## src/inc/dpd_pkg.sv

```systemverilog
/*
 * Shared constants and types for the dual-port drive extension logic.
 * Assumes a single 100 MHz core clock; all times except SECT_HOLD_NS become cycle counts here.
 */
package dpd_pkg;
  // ----------------------------------------------------------------
  // clock and timing
  // ----------------------------------------------------------------
  localparam int unsigned CLK_MHZ       = 100;
  localparam int unsigned CLK_KHZ       = CLK_MHZ * 1000;
  localparam int unsigned CLK_NS        = 1000 / CLK_MHZ;
  localparam int unsigned BLANK_US      = 30;
  localparam int unsigned BLANK_CYC     = BLANK_US * CLK_MHZ;
  localparam int unsigned RELEASE_MS    = 500;
  localparam int unsigned RELEASE_CYC   = RELEASE_MS * CLK_KHZ;
  localparam int unsigned PICK_MS       = 10;
  localparam int unsigned PICK_CYC      = PICK_MS * CLK_KHZ;
  localparam int unsigned IFOFF_MS      = 50;
  localparam int unsigned IFOFF_CYC     = IFOFF_MS * CLK_KHZ;
  localparam longint unsigned SPIN_MIN  = 1;
  localparam longint unsigned SPIN_CYC  = SPIN_MIN * 60 * CLK_KHZ * 1000;
  localparam int unsigned SECT_HOLD_NS  = 200;
  localparam int unsigned SECT_NEXT_NS  = 300;
  localparam int unsigned SECT_NEXT_CYC = SECT_NEXT_NS / CLK_NS;
  // ----------------------------------------------------------------
  // bus fields and ports
  // ----------------------------------------------------------------
  localparam int PORT_A      = 0;
  localparam int PORT_B      = 1;
  localparam int BUS_PRI_BIT = 9;
  localparam int HICYL_LSB   = 7;
  localparam int HICYL_W     = 3;
  localparam int HEAD_W      = 7;
  localparam int LOCYL_W     = 10;
  localparam int CYL_W       = LOCYL_W + HICYL_W;
  // ----------------------------------------------------------------
  // register map
  // ----------------------------------------------------------------
  localparam logic [7:0] REG_CTRL   = 8'h00;
  localparam logic [7:0] REG_STATUS = 8'h04;
  localparam logic [7:0] REG_CYL    = 8'h08;
  localparam logic [7:0] REG_SECTOR = 8'h0c;
  localparam int CTRL_INH_BIT   = 0;
  localparam int CTRL_START_BIT = 1;
  localparam int CTRL_FCLR_BIT  = 2;
  localparam logic [1:0] CTRL_RST    = 2'h1;
  localparam logic [1:0] RESP_OKAY   = 2'h0;
  localparam logic [1:0] RESP_SLVERR = 2'h2;

  typedef struct packed {
    logic       unitSel;
    logic       tag0;
    logic       tag1;
    logic       tag2;
    logic       tag3;
    logic       tag4;
    logic       tag5;
    logic [9:0] busOut;
    logic       pickIn;
    logic       seqDisIn;
    logic       ifEnable;
  } portIn_t;

  typedef struct packed {
    logic       busy;
    logic       seekEnd;
    logic       pickOut;
    logic       seqDisOut;
    logic [7:0] busIn;
  } portOut_t;

  typedef enum logic [1:0] {SP_IDLE, SP_QUAL, SP_SPIN, SP_UP} spin_t;
endpackage

```

## src/rtl/dual_port_drive_extensions.sv

```systemverilog
/*
 * Drive-side dual port reservation, spinup sequencing, extended tags
 * and extended cylinder addressing, with an AXI4-Lite register slave.
 * Assumes port lines are asynchronous to core_clk and the drive-side
 * pulses (sector, index, seek end) are already in the core_clk domain.
 */
`timescale 1ns/1ps
module dual_port_drive_extensions #(
  parameter int unsigned     RELEASE_CYC = dpd_pkg::RELEASE_CYC,
  parameter int unsigned     PICK_CYC    = dpd_pkg::PICK_CYC,
  parameter int unsigned     IFOFF_CYC   = dpd_pkg::IFOFF_CYC,
  parameter longint unsigned SPIN_CYC    = dpd_pkg::SPIN_CYC,
  // arbitrary identification value
  parameter logic [7:0]      DEV_ID      = 8'h5a
) (
  input  wire logic                       core_clk,
  input  wire logic                       rst_b,
  input  wire logic [7:0]                 awaddr,
  input  wire logic [2:0]                 awprot,
  input  wire logic                       awvalid,
  output logic                            awready,
  input  wire logic [31:0]                wdata,
  input  wire logic [3:0]                 wstrb,
  input  wire logic                       wvalid,
  output logic                            wready,
  output logic [1:0]                      bresp,
  output logic                            bvalid,
  input  wire logic                       bready,
  input  wire logic [7:0]                 araddr,
  input  wire logic [2:0]                 arprot,
  input  wire logic                       arvalid,
  output logic                            arready,
  output logic [31:0]                     rdata,
  output logic [1:0]                      rresp,
  output logic                            rvalid,
  input  wire logic                       rready,
  input  wire dpd_pkg::portIn_t           portAIn,
  input  wire dpd_pkg::portIn_t           portBIn,
  output dpd_pkg::portOut_t               portAOut,
  output dpd_pkg::portOut_t               portBOut,
  input  wire logic                       driveSeekEnd,
  input  wire logic                       sectorPulse,
  input  wire logic                       indexPulse,
  input  wire logic                       powerOk,
  input  wire logic                       spunUp,
  input  wire logic [7:0]                 driveStatus,
  output logic                            motorOn,
  output logic                            seekStart,
  output logic [dpd_pkg::CYL_W-1:0]       cylAddr,
  output logic [dpd_pkg::HEAD_W-1:0]      headAddr
);
  localparam int RW = $clog2(RELEASE_CYC + 1);
  localparam int IW = $clog2(IFOFF_CYC + 1);
  localparam int SW = $clog2(SPIN_CYC + 1);
  localparam int BW = $clog2(dpd_pkg::BLANK_CYC + 1);
  localparam int SL = dpd_pkg::SECT_NEXT_CYC;
  localparam int A  = dpd_pkg::PORT_A;
  localparam int B  = dpd_pkg::PORT_B;
  localparam int PB = dpd_pkg::BUS_PRI_BIT;

  // ----------------------------------------------------------------
  // port synchronisers
  // ----------------------------------------------------------------
  dpd_pkg::portIn_t [1:0] s1;
  dpd_pkg::portIn_t [1:0] s2;
  dpd_pkg::portIn_t [1:0] prv;

  always_ff @(posedge core_clk or negedge rst_b) begin
    if (!rst_b) begin
      s1  <= '0;
      s2  <= '0;
      prv <= '0;
    end else begin
      s1  <= {portBIn, portAIn};
      s2  <= s1;
      prv <= s2;
    end
  end

  // ----------------------------------------------------------------
  // reservation
  // ----------------------------------------------------------------
  logic [1:0]    hold;
  logic [1:0]    pend;
  logic [1:0]    relArm;
  logic [1:0]    next_hold;
  logic [1:0]    next_pend;
  logic [1:0]    next_relArm;
  logic [1:0]    sel;
  logic [1:0]    priSel;
  logic [1:0]    relCmd;
  logic [1:0]    relDone;
  logic [1:0]    pickOk;
  logic [RW-1:0] relTmr;
  logic [BW-1:0] blank [2];
  logic [1:0]    ctrl;
  logic          timerHit;
  logic          relEvt;

  always_comb begin
    for (int i = 0; i < 2; i++) begin
      sel[i]     = s2[i].unitSel & s2[i].tag0;
      // edge based, so a held priority select cannot lock out the other
      priSel[i]  = sel[i] & ~prv[i].tag0 & s2[i].busOut[PB];
      relCmd[i]  = sel[i] & s2[i].tag3 & s2[i].busOut[PB] & hold[i];
      relDone[i] = relArm[i] & ~s2[i].tag0;
      pickOk[i]  = s2[i].pickIn & ~s2[i].seqDisIn;
    end
  end

  assign timerHit = ~ctrl[dpd_pkg::CTRL_INH_BIT] & (|hold)
                  & (relTmr == RW'(RELEASE_CYC - 1));

  always_comb begin
    next_hold = hold;
    if (priSel[B]) begin
      next_hold = 2'h2;
    end else if (priSel[A]) begin
      next_hold = 2'h1;
    end else if (relDone[B] & hold[B]) begin
      next_hold = pend[A] ? 2'h1 : 2'h0;
    end else if (relDone[A] & hold[A]) begin
      next_hold = pend[B] ? 2'h2 : 2'h0;
    end else if (timerHit) begin
      if (hold[A]) begin
        next_hold = pend[B] ? 2'h2 : 2'h0;
      end else begin
        next_hold = pend[A] ? 2'h1 : 2'h0;
      end
    end else if (hold == 2'h0) begin
      if (sel[B]) begin
        next_hold = 2'h2;
      end else if (sel[A]) begin
        next_hold = 2'h1;
      end
    end
    relEvt = (|hold) & (next_hold != hold) & ~(|priSel);
    for (int i = 0; i < 2; i++) begin
      next_pend[i] = (hold[1-i] & next_hold[1-i])
                   ? (pend[i] | sel[i]) : 1'b0;
      next_relArm[i] = next_hold[i] & ((relArm[i] & s2[i].tag0) | relCmd[i]);
    end
  end

  always_ff @(posedge core_clk or negedge rst_b) begin
    if (!rst_b) begin
      hold   <= 2'h0;
      pend   <= 2'h0;
      relArm <= 2'h0;
    end else begin
      hold   <= next_hold;
      pend   <= next_pend;
      relArm <= next_relArm;
    end
  end

  always_ff @(posedge core_clk or negedge rst_b) begin
    if (!rst_b) begin
      relTmr <= '0;
    end else if (next_hold != hold) begin
      relTmr <= '0;
    end else if ((|hold) & (relTmr != RW'(RELEASE_CYC - 1))) begin
      relTmr <= relTmr + RW'(1);
    end
  end

  always_ff @(posedge core_clk or negedge rst_b) begin
    if (!rst_b) begin
      blank[0] <= '0;
      blank[1] <= '0;
    end else begin
      for (int i = 0; i < 2; i++) begin
        if (relEvt & pend[i] & hold[1-i]) begin
          blank[i] <= BW'(dpd_pkg::BLANK_CYC);
        end else if (blank[i] != '0) begin
          blank[i] <= blank[i] - BW'(1);
        end
      end
    end
  end

  // ----------------------------------------------------------------
  // sector count and cylinder address
  // ----------------------------------------------------------------
  logic [7:0]                   sectCnt;
  logic                         prvSect;
  logic                         prvIdx;
  logic [dpd_pkg::HICYL_W-1:0]  hiCyl;
  logic                         hSel;
  logic                         tag1Fall;

  always_ff @(posedge core_clk or negedge rst_b) begin
    if (!rst_b) begin
      sectCnt <= 8'h00;
      prvSect <= 1'b0;
      prvIdx  <= 1'b0;
    end else begin
      prvSect <= sectorPulse;
      prvIdx  <= indexPulse;
      // count moves only on trailing edges, so it holds across pulses
      if (prvIdx & ~indexPulse) begin
        sectCnt <= 8'h00;
      end else if (prvSect & ~sectorPulse) begin
        sectCnt <= sectCnt + 8'h01;
      end
    end
  end

  assign hSel     = hold[B];
  assign tag1Fall = (|hold) & prv[hSel].tag1 & ~s2[hSel].tag1;

  always_ff @(posedge core_clk or negedge rst_b) begin
    if (!rst_b) begin
      hiCyl     <= '0;
      headAddr  <= '0;
      cylAddr   <= '0;
      seekStart <= 1'b0;
    end else begin
      seekStart <= tag1Fall;
      if ((|hold) & s2[hSel].tag2) begin
        headAddr <= s2[hSel].busOut[dpd_pkg::HEAD_W-1:0];
        hiCyl    <= s2[hSel].busOut[dpd_pkg::HICYL_LSB +:
                                    dpd_pkg::HICYL_W];
      end
      if (tag1Fall) begin
        cylAddr <= {hiCyl,
                    prv[hSel].busOut[dpd_pkg::LOCYL_W-1:0]};
      end
    end
  end

  // ----------------------------------------------------------------
  // spinup sequencing
  // ----------------------------------------------------------------
  dpd_pkg::spin_t state;
  logic [SW-1:0]  spinCnt;
  logic [IW-1:0]  ifCnt;
  logic           downReq;
  logic           spinFault;
  logic           canRun;
  logic           pass;

  assign downReq = (ifCnt == IW'(IFOFF_CYC));
  assign canRun  = powerOk & ctrl[dpd_pkg::CTRL_START_BIT] & ~downReq;
  assign pass    = ~ctrl[dpd_pkg::CTRL_START_BIT] | ~powerOk
                 | (state == dpd_pkg::SP_UP);

  always_ff @(posedge core_clk or negedge rst_b) begin
    if (!rst_b) begin
      ifCnt <= '0;
    end else if (s2[A].ifEnable | s2[B].ifEnable) begin
      ifCnt <= '0;
    end else if (!downReq) begin
      ifCnt <= ifCnt + IW'(1);
    end
  end

  always_ff @(posedge core_clk or negedge rst_b) begin
    if (!rst_b) begin
      state   <= dpd_pkg::SP_IDLE;
      spinCnt <= '0;
    end else begin
      spinCnt <= spinCnt + SW'(1);
      case (state)
        dpd_pkg::SP_IDLE: begin
          spinCnt <= '0;
          if (canRun & (|pickOk)) begin
            state <= dpd_pkg::SP_QUAL;
          end
        end
        dpd_pkg::SP_QUAL: begin
          if (!canRun || pickOk == 2'h0) begin
            state <= dpd_pkg::SP_IDLE;
          end else if (spinCnt == SW'(PICK_CYC - 1)) begin
            state   <= dpd_pkg::SP_SPIN;
            spinCnt <= '0;
          end
        end
        dpd_pkg::SP_SPIN: begin
          if (!canRun) begin
            state <= dpd_pkg::SP_IDLE;
          end else if (spunUp) begin
            state <= dpd_pkg::SP_UP;
          end else if (spinCnt == SW'(SPIN_CYC - 1)) begin
            state <= dpd_pkg::SP_IDLE;
          end
        end
        dpd_pkg::SP_UP: begin
          if (!canRun) begin
            state <= dpd_pkg::SP_IDLE;
          end
        end
        default: state <= dpd_pkg::SP_IDLE;
      endcase
    end
  end

  always_ff @(posedge core_clk or negedge rst_b) begin
    if (!rst_b) begin
      motorOn <= 1'b0;
    end else begin
      motorOn <= (state == dpd_pkg::SP_SPIN) | (state == dpd_pkg::SP_UP);
    end
  end

  // ----------------------------------------------------------------
  // port outputs
  // ----------------------------------------------------------------
  dpd_pkg::portOut_t [1:0] outQ;
  dpd_pkg::portOut_t [1:0] next_out;

  always_comb begin
    for (int i = 0; i < 2; i++) begin
      next_out[i].busy    = sel[i] & hold[1-i];
      next_out[i].seekEnd = hold[1-i] | ((blank[i] == '0) & driveSeekEnd);
      next_out[i].seqDisOut = (state == dpd_pkg::SP_SPIN);
      next_out[i].pickOut = pass & s2[i].pickIn;
      next_out[i].busIn   = 8'h00;
      if (sel[i] & ~hold[1-i]) begin
        case ({s2[i].tag5, s2[i].tag4})
          2'h1:    next_out[i].busIn = sectCnt;
          2'h2:    next_out[i].busIn = driveStatus;
          2'h3:    next_out[i].busIn = DEV_ID;
          default: next_out[i].busIn = 8'h00;
        endcase
      end
    end
  end

  always_ff @(posedge core_clk or negedge rst_b) begin
    if (!rst_b) begin
      outQ <= '0;
    end else begin
      outQ <= next_out;
    end
  end

  assign portAOut = outQ[A];
  assign portBOut = outQ[B];

  // ----------------------------------------------------------------
  // AXI4-Lite slave
  // ----------------------------------------------------------------
  logic [7:0]  awAddrQ;
  logic [31:0] wDataQ;
  logic [3:0]  wStrbQ;
  logic        doWrite;
  logic        ctrlHit;
  logic [31:0] rdNext;
  logic        rdOk;

  assign doWrite = ~awready & ~wready & ~bvalid;
  assign ctrlHit = doWrite & (awAddrQ == dpd_pkg::REG_CTRL) & wStrbQ[0];

  always_ff @(posedge core_clk or negedge rst_b) begin
    if (!rst_b) begin
      awready <= 1'b1;
      wready  <= 1'b1;
      bvalid  <= 1'b0;
      bresp   <= dpd_pkg::RESP_OKAY;
      awAddrQ <= 8'h00;
      wDataQ  <= 32'h0;
      wStrbQ  <= 4'h0;
    end else begin
      if (awvalid & awready) begin
        awready <= 1'b0;
        awAddrQ <= awaddr;
      end
      if (wvalid & wready) begin
        wready <= 1'b0;
        wDataQ <= wdata;
        wStrbQ <= wstrb;
      end
      if (doWrite) begin
        bvalid <= 1'b1;
        bresp  <= (awAddrQ == dpd_pkg::REG_CTRL) ? dpd_pkg::RESP_OKAY
                                                 : dpd_pkg::RESP_SLVERR;
      end else if (bvalid & bready) begin
        bvalid  <= 1'b0;
        awready <= 1'b1;
        wready  <= 1'b1;
      end
    end
  end

  always_ff @(posedge core_clk or negedge rst_b) begin
    if (!rst_b) begin
      ctrl      <= dpd_pkg::CTRL_RST;
      spinFault <= 1'b0;
    end else begin
      if (ctrlHit) begin
        ctrl <= wDataQ[1:0];
      end
      // a timeout in the clearing cycle still lands
      if ((state == dpd_pkg::SP_SPIN) & ~spunUp
          & (spinCnt == SW'(SPIN_CYC - 1))) begin
        spinFault <= 1'b1;
      end else if (ctrlHit & wDataQ[dpd_pkg::CTRL_FCLR_BIT]) begin
        spinFault <= 1'b0;
      end
    end
  end

  always_comb begin
    rdOk   = 1'b1;
    rdNext = 32'h0;
    case (araddr)
      dpd_pkg::REG_CTRL:   rdNext = {30'h0, ctrl};
      dpd_pkg::REG_STATUS: rdNext = {24'h0, downReq, spinFault,
                                     state, pend, hold};
      dpd_pkg::REG_CYL:    rdNext = {12'h0, headAddr, cylAddr};
      dpd_pkg::REG_SECTOR: rdNext = {24'h0, sectCnt};
      default:             rdOk = 1'b0;
    endcase
  end

  always_ff @(posedge core_clk or negedge rst_b) begin
    if (!rst_b) begin
      arready <= 1'b1;
      rvalid  <= 1'b0;
      rdata   <= 32'h0;
      rresp   <= dpd_pkg::RESP_OKAY;
    end else if (arvalid & arready) begin
      arready <= 1'b0;
      rvalid  <= 1'b1;
      rdata   <= rdNext;
      rresp   <= rdOk ? dpd_pkg::RESP_OKAY : dpd_pkg::RESP_SLVERR;
    end else if (rvalid & rready) begin
      rvalid  <= 1'b0;
      arready <= 1'b1;
    end
  end
endmodule // dual_port_drive_extensions

```

## config.mk

```make
export PLATFORM = sky130hd
export DESIGN_NAME = dual_port_drive_extensions
export DESIGN_NICKNAME = d
export VERILOG_FILES = /design/src/inc/dpd_pkg.sv /design/src/rtl/dual_port_drive_extensions.sv
export SDC_FILE = /design/constraint.sdc
export NUM_CORES = 1
export LEC_CHECK = 0
export ABC_AREA = 1
export BUFFER_PORTS_ARGS = -buffer_cell sky130_fd_sc_hd__buf_2
export CAP_MARGIN = 25
export CELL_PAD_IN_SITES_DETAIL_PLACEMENT = 0
export CELL_PAD_IN_SITES_GLOBAL_PLACEMENT = 1
export CORE_MARGIN = 3
export CORE_UTILIZATION = 40
export DETAILED_ROUTE_END_ITERATION = 6
export PLACE_DENSITY_LB_ADDON = 0.2
export SLEW_MARGIN = 30
export SYNTH_ARGS = -nofsm -noshare
export SYNTH_HDL_FRONTEND = slang
export SYNTH_SLANG_ARGS = --single-unit
```

## constraint.sdc

```tcl
create_clock -name core_clk -period 7.9 [get_ports core_clk]
set_input_delay 1.58 -clock core_clk [delete_from_list [all_inputs] [get_ports core_clk]]
set_output_delay 1.58 -clock core_clk [all_outputs]
set_load 0.01 [all_outputs]
```

**Yosys cells after proc, flatten, opt, wreduce, memory -nomap -nowiden**

Index checks and enable logic that the tools add are counted.

- Add/subtract/negate cells: 6
- Order comparisons: 1
- Equality and inequality tests: 23
- Mux-type cells: 60
- Bitwise operators: 91
- Reduce and logical (&&, ||, !) cells: 23

Operators with widths:

| kind | count |
|---|---|
| one-hot mux 20 bit (4 select lines) | 1 |
| two-way mux 18 bit | 4 |
| two-way mux 33 bit | 2 |
| one-hot mux 33 bit (2 select lines) | 1 |
| AND 1 bit | 61 |
| two-way mux 26 bit | 2 |
| two-way mux 12 bit | 4 |
| one-hot mux 8 bit (3 select lines) | 2 |
| two-way mux 23 bit | 2 |
| two-way mux 2 bit | 19 |
| adder 33 x 1 -> 33 bit (second input constant) | 1 |
| equality test 33 x 20 -> 1 bit (second input constant) | 1 |
| equality test 33 bit (second input constant) | 1 |
| two-way mux 8 bit | 4 |
| adder 26 x 1 -> 26 bit (second input constant) | 1 |
| equality test 26 bit (second input constant) | 1 |
| inequality test 26 bit (second input constant) | 1 |
| logical NOT 12 bit | 2 |
| nonzero test 12 bit | 2 |
| subtractor 12 x 1 -> 12 bit (second input constant) | 2 |
| adder 23 x 1 -> 23 bit (second input constant) | 1 |
| equality test 23 bit (second input constant) | 1 |
| NOT 1 bit | 20 |
| two-way mux 1 bit | 18 |
| other kinds (21) | 50 |

- Register bits after elaboration: 346
- Input port bits: 118
- Output and inout port bits: 87
- Logic and storage cells: 307

**Logic depth before layout (Yosys ltp)**

- Depth after elaboration: 15
- Gate-level depth with buffers: 20
- Depth with buffers taken out: 20

**Worst setup path before layout**

Ideal clock, no wire load.

- Kind: reg-to-reg
- Start: register relTmr[0]
- End: register blank[11] (netlist bit)
- Setup time: 0.123 ns
- Arrival time: 2.508 ns
- Required time: 7.777 ns
- Path slack: 5.269 ns
- Stages on the path, launching flop included: 20
- Buffers on the path: 1
- Cell sequence: dfrtp_1 > ha_1 > nand3_2 > clkinv_2 > nand2_2 > nor2_4 > nand3_1 > nand2_1 > nand3b_1 > nand2_1 > nand2_1 > ha_1 > nor2_4 > inv_1 > nand3_2 > inv_1 > nand2_1 > buf_2 > o21a_1 > nand2_1

- Longest elaborated chain between the ends: 13
- Elaborated cells between the ends (all ways): 14
- Classes of those cells: 2 x eq/ne; 6 x mux; 5 x bitwise; 1 x reduce/logical

Ends and longest elaborated chain:

| item | line | RTL |
|---|---|---|
| start: declaration | dual_port_drive_extensions.sv:94 | `logic [RW-1:0] relTmr;` |
| start signal: assignment | dual_port_drive_extensions.sv:163 | `relTmr <= relTmr + RW'(1);` |
| equality test 26 bit * | dual_port_drive_extensions.sv:112 | `& (relTmr == RW'(RELEASE_CYC - 1));` |
| AND 1 bit * | dual_port_drive_extensions.sv:112 |  |
| two-way mux 2 bit * | dual_port_drive_extensions.sv:124 | `end else if (timerHit) begin` |
| two-way mux 2 bit * | dual_port_drive_extensions.sv:122 | `end else if (relDone[A] & hold[A]) begin` |
| two-way mux 2 bit * | dual_port_drive_extensions.sv:120 | `end else if (relDone[B] & hold[B]) begin` |
| two-way mux 2 bit * | dual_port_drive_extensions.sv:118 | `end else if (priSel[A]) begin` |
| two-way mux 2 bit * | dual_port_drive_extensions.sv:116 | `if (priSel[B]) begin` |
| named net next_hold[1] | dual_port_drive_extensions.sv:86 | `logic [1:0] next_hold;` |
| inequality test 2 bit * | dual_port_drive_extensions.sv:137 | `relEvt = (\|hold) & (next_hold != hold) & ~(\|priSel);` |
| AND 1 bit * (2 in series) | dual_port_drive_extensions.sv:137 |  |
| AND 1 bit * (2 in series) | dual_port_drive_extensions.sv:173 | `if (relEvt & pend[i] & hold[1-i]) begin` |
| two-way mux 12 bit or nonzero test 2 bit (tied branches) | n/a |  |
| end signal: indexed assignment | dual_port_drive_extensions.sv:174 | `blank[i] <= BW'(dpd_pkg::BLANK_CYC);` |
| end signal: indexed assignment | dual_port_drive_extensions.sv:176 | `blank[i] <= blank[i] - BW'(1);` |
| end: declaration | dual_port_drive_extensions.sv:95 | `logic [BW-1:0] blank [2];` |

Mark *: on every way through the listed nets, which the timed path passes. The rest lies on a longest branch.
A chain may end at the register's enable or synchronous reset.

**Final worst setup path**

- Start: register hold[0]
- End: register blank[6] (netlist bit)

- Longest elaborated chain between the ends: 14
- Elaborated cells between the ends (all ways): 21
- Classes of those cells: 1 x eq/ne; 10 x mux; 7 x bitwise; 3 x reduce/logical

Ends and longest elaborated chain:

| item | line | RTL |
|---|---|---|
| start: declaration | dual_port_drive_extensions.sv:83 | `logic [1:0] hold;` |
| start signal: assignment | dual_port_drive_extensions.sv:151 | `hold <= next_hold;` |
| OR reduction 2 bit | dual_port_drive_extensions.sv:111 | `assign timerHit = ~ctrl[dpd_pkg::CTRL_INH_BIT] & (\|hold)` |
| AND 1 bit | dual_port_drive_extensions.sv:111 |  |
| AND 1 bit | dual_port_drive_extensions.sv:112 |  |
| two-way mux 2 bit | dual_port_drive_extensions.sv:124 |  |
| two-way mux 2 bit * | dual_port_drive_extensions.sv:122 |  |
| two-way mux 2 bit * | dual_port_drive_extensions.sv:120 |  |
| two-way mux 2 bit * | dual_port_drive_extensions.sv:118 |  |
| two-way mux 2 bit * | dual_port_drive_extensions.sv:116 |  |
| named net next_hold[1] | dual_port_drive_extensions.sv:86 |  |
| inequality test 2 bit * | dual_port_drive_extensions.sv:137 |  |
| AND 1 bit * (2 in series) | dual_port_drive_extensions.sv:137 |  |
| AND 1 bit * (2 in series) | dual_port_drive_extensions.sv:173 |  |
| two-way mux 12 bit or nonzero test 2 bit (tied branches) | n/a |  |

Marks and branches as above.

==> out/results.ini <==
[global_routing]
antenna_found_initial=0
grt_pass1_vias=10872
grt_max_degree=189
grt_pass1_wl_mm=56.8
track_usage_pct=19.1
overflow=0

[timing]
rsz0062_at_grt=false
skew_ps=13.7
hold_viol=0
fin_crit_ps=3810
slew_headroom_pct=41.3
fin_crit_sh_pct=48.3
tns_ps=0
worst_pin_slew_ps=876
fmax_mhz=262
drv_slew=0
finalSetupViolCount=0

[detailed_routing]
wl_per_cell_um=15.8
drc=0
dr.pass1.iters=5
drtIter0Drc=645
num_vias=10871
ant_nets=0
detail_route.vias_per_cell=4.94
routed_wl_mm=34.7

[finish]
final_cells=2202
diodes=0
drive_above_1_share_pct=16.2
ff_latch_area_um2=7960
area_growth_pct=16.7
nNetsFinal=1857
fillers=3382
multi_input_area_um2=5210

[floorplanning]
initial_core_util_pct=41.2
rows=67
chipHeight_um=193
dieArea_um2=37300
ios=205
core_area_um2=34000
die_w_um=193

[synth]
syn_inst=1564
ys_seq_area_share_pct=56.8
async_flop_share_pct=100
synth-edff-count=0
ys_types=55
ys_seq_elements=318
synth_top_family_by_area=simple AND/OR/NAND/NOR gates
syn_area_um2=14000
synth_top_area_cell=dfrtp_1
synthMuxAreaShare_pct=0.723
synth_flop_cell=dfrtp_1
synthAdderAreaFrac_pct=0.803
ys_warn_count=0
yosys-top-cells-area=dfrtp_1, nand2_1, nor2_1
synth_xor_area_share_pct=2.25
synth_compound_area_share_pct=8.70
synthSimpleGateAreaFrac_pct=24.3
synth_top_area_share_pct=56.1
avgSynthCellArea_um2=8.96

[hold_path]
hp-start=s1[10]
min_path_type=flip-flop to flip-flop

[critical_path]
crit_type=flip-flop to flip-flop
worstPathMaxFanout=24
arrival_ps=4270
startpoint_type=flip-flop
cp-startpoint=hold[0]
rr_startpoint=hold[0]
end_kind=flip-flop
required_ps=8360

[place]
place.gp.congestion=0.882
dp_hpwl_mm=24.8
portBuffers=152
dp_cells=2139

[clocking]
cts.repair.resized=0
postCtsHoldBufs=0
h-tree-depth=2
cts_buffer_depth=3
cts_tree=done
root_buffer=clkbuf_16
post_cts_buffers=0
clk_pin_slew_ps=60
cts.sink_count=318
clk_latency_ps=530
numCtsBuffers=36

[power]
p_leak_nw=7.54
irDropWorstVdd_v=0.000221
power_density_nw_per_um2=284

[flow_run]
maxCapViolCount=0

[outcome]
status=completed

placed cells by master (no fill, tap or decap), types with 9 or more instances in the layout:
cell,instances
nand4_1,36
clkbuf_16,37
dfrtp_1,314
a21oi_1,74
xor2_1,30
buf_2,151
o21ai_0,62
ha_1,9
clkbuf_1,11
conb_1,14
nand3_1,60
nand2_1,350
a31oi_1,23
inv_1,154
mux2_2,9
nor3_1,59
nor2_1,203
kinds of logic (layout without fill, tap and decap cells):
family          after synthesis  in the layout
xor+xnor                     36             36
mux                           9              9
other cells                   1             14
fa+ha+maj                     9              9
simple gates                769            769
buf+inv                     212            389
compound gates              210            210
flops                       318            318
power by group:
part | leakage, nW | total (mW) | internal, mW | switching [mW]
logic | 3.02 | 0.995 | 0.324 | 0.671
registers | 3.98 | 2.06 | 1.88 | 0.189
clock network | 0.548 | 1.59 | 0.926 | 0.665
total | 7.54 | 4.65 | 3.13 | 1.52
routing by layer:
| metal | GRT usage (%) | vias up | wire length (µm) |
|---|---|---|---|
| li1 | - | 5395 | - |
| met1 | 25.9 | 5194 | 15900 |
| met2 | 30.9 | 226 | 15900 |
| met3 | 4.48 | 56 | 2100 |
| met4 | 5.12 | 0 | 837 |
| met5 | 0 | - | 0 |
cell type report:
class	instances	share of cell area, %
multi-input cells	1047	31.9
clock buffers	54	6.42
well taps	448	3.43
clock inverters	8	0.459
repair buffers	159	5.23
flip-flops and latches	318	48.7
inverters	168	3.89
registers in the layout, summed over array words and instances (netlist names), 20 cells and up:
signal   count
s2          40
spinCnt     33
ifCnt       23
blank       24
relTmr      26
prv         24
s1          40
rdata       20
critical path, stage by stage, from the launching register on:
cell and delay, ps:
dfrtp_1 570, inv_1 210, nand3_1 440, nand2_1 90
nand2_1 90, nand3b_1 70, nand2_1 100, nand2_1 90
ha_1 320, nor2_4 560, inv_1 290, nand3_2 180
inv_1 70, nand2_1 290, a21boi_0 200, o21ai_0 100
inv_1 60
metrics by stage:
step	power, mW	utilization (%)	setup WS (ps)	hold WS (ps)	cell area (µm²)
floorplan	2.72	-	5270	331	14100
global placement	3.09	44.7	4050	333	15200
detailed placement	3.11	44.7	4060	335	15200
CTS	4.72	48.0	4020	347	16300
global route	4.95	48.0	3670	350	16400
finish	4.65	48.0	4090	346	16400
Yosys cell counts, types with 5 or more instances:
| cell | count |
|---|---|
| nand2_1 | 350 |
| dfrtp_1 | 314 |
| nor2_1 | 204 |
| inv_1 | 154 |
| a21oi_1 | 74 |
| o21ai_0 | 62 |
| nand3_1 | 60 |
| nor3_1 | 59 |
| nand4_1 | 36 |
| xor2_1 | 30 |
| a31oi_1 | 23 |
| buf_4 | 17 |
| clkbuf_1 | 15 |
| ha_1 | 9 |
| mux2_2 | 9 |
| a211oi_1 | 8 |
| buf_2 | 8 |
| nor4_1 | 8 |
| o21ai_2 | 8 |
| inv_2 | 7 |
| nand3_2 | 7 |
| nor2_4 | 7 |
| nor3_2 | 7 |
| nand2_2 | 6 |
| nand3b_1 | 6 |
| nor2_2 | 6 |
| o21ai_1 | 6 |
| xnor2_1 | 6 |
| o211ai_1 | 5 |
| o31ai_1 | 5 |
final timing paths:
kind,endpoint,slack (ps),cells after the start
min in group asynchronous,relTmr[12],1060,1
max,blank[6],4090,16
max in group asynchronous,relTmr[15],5450,3
max reg2reg,blank[6],4090,16
min,s2[10],350,0
min reg2reg,s2[10],350,0
Note: power is estimated with default switching activity, not from simulation.
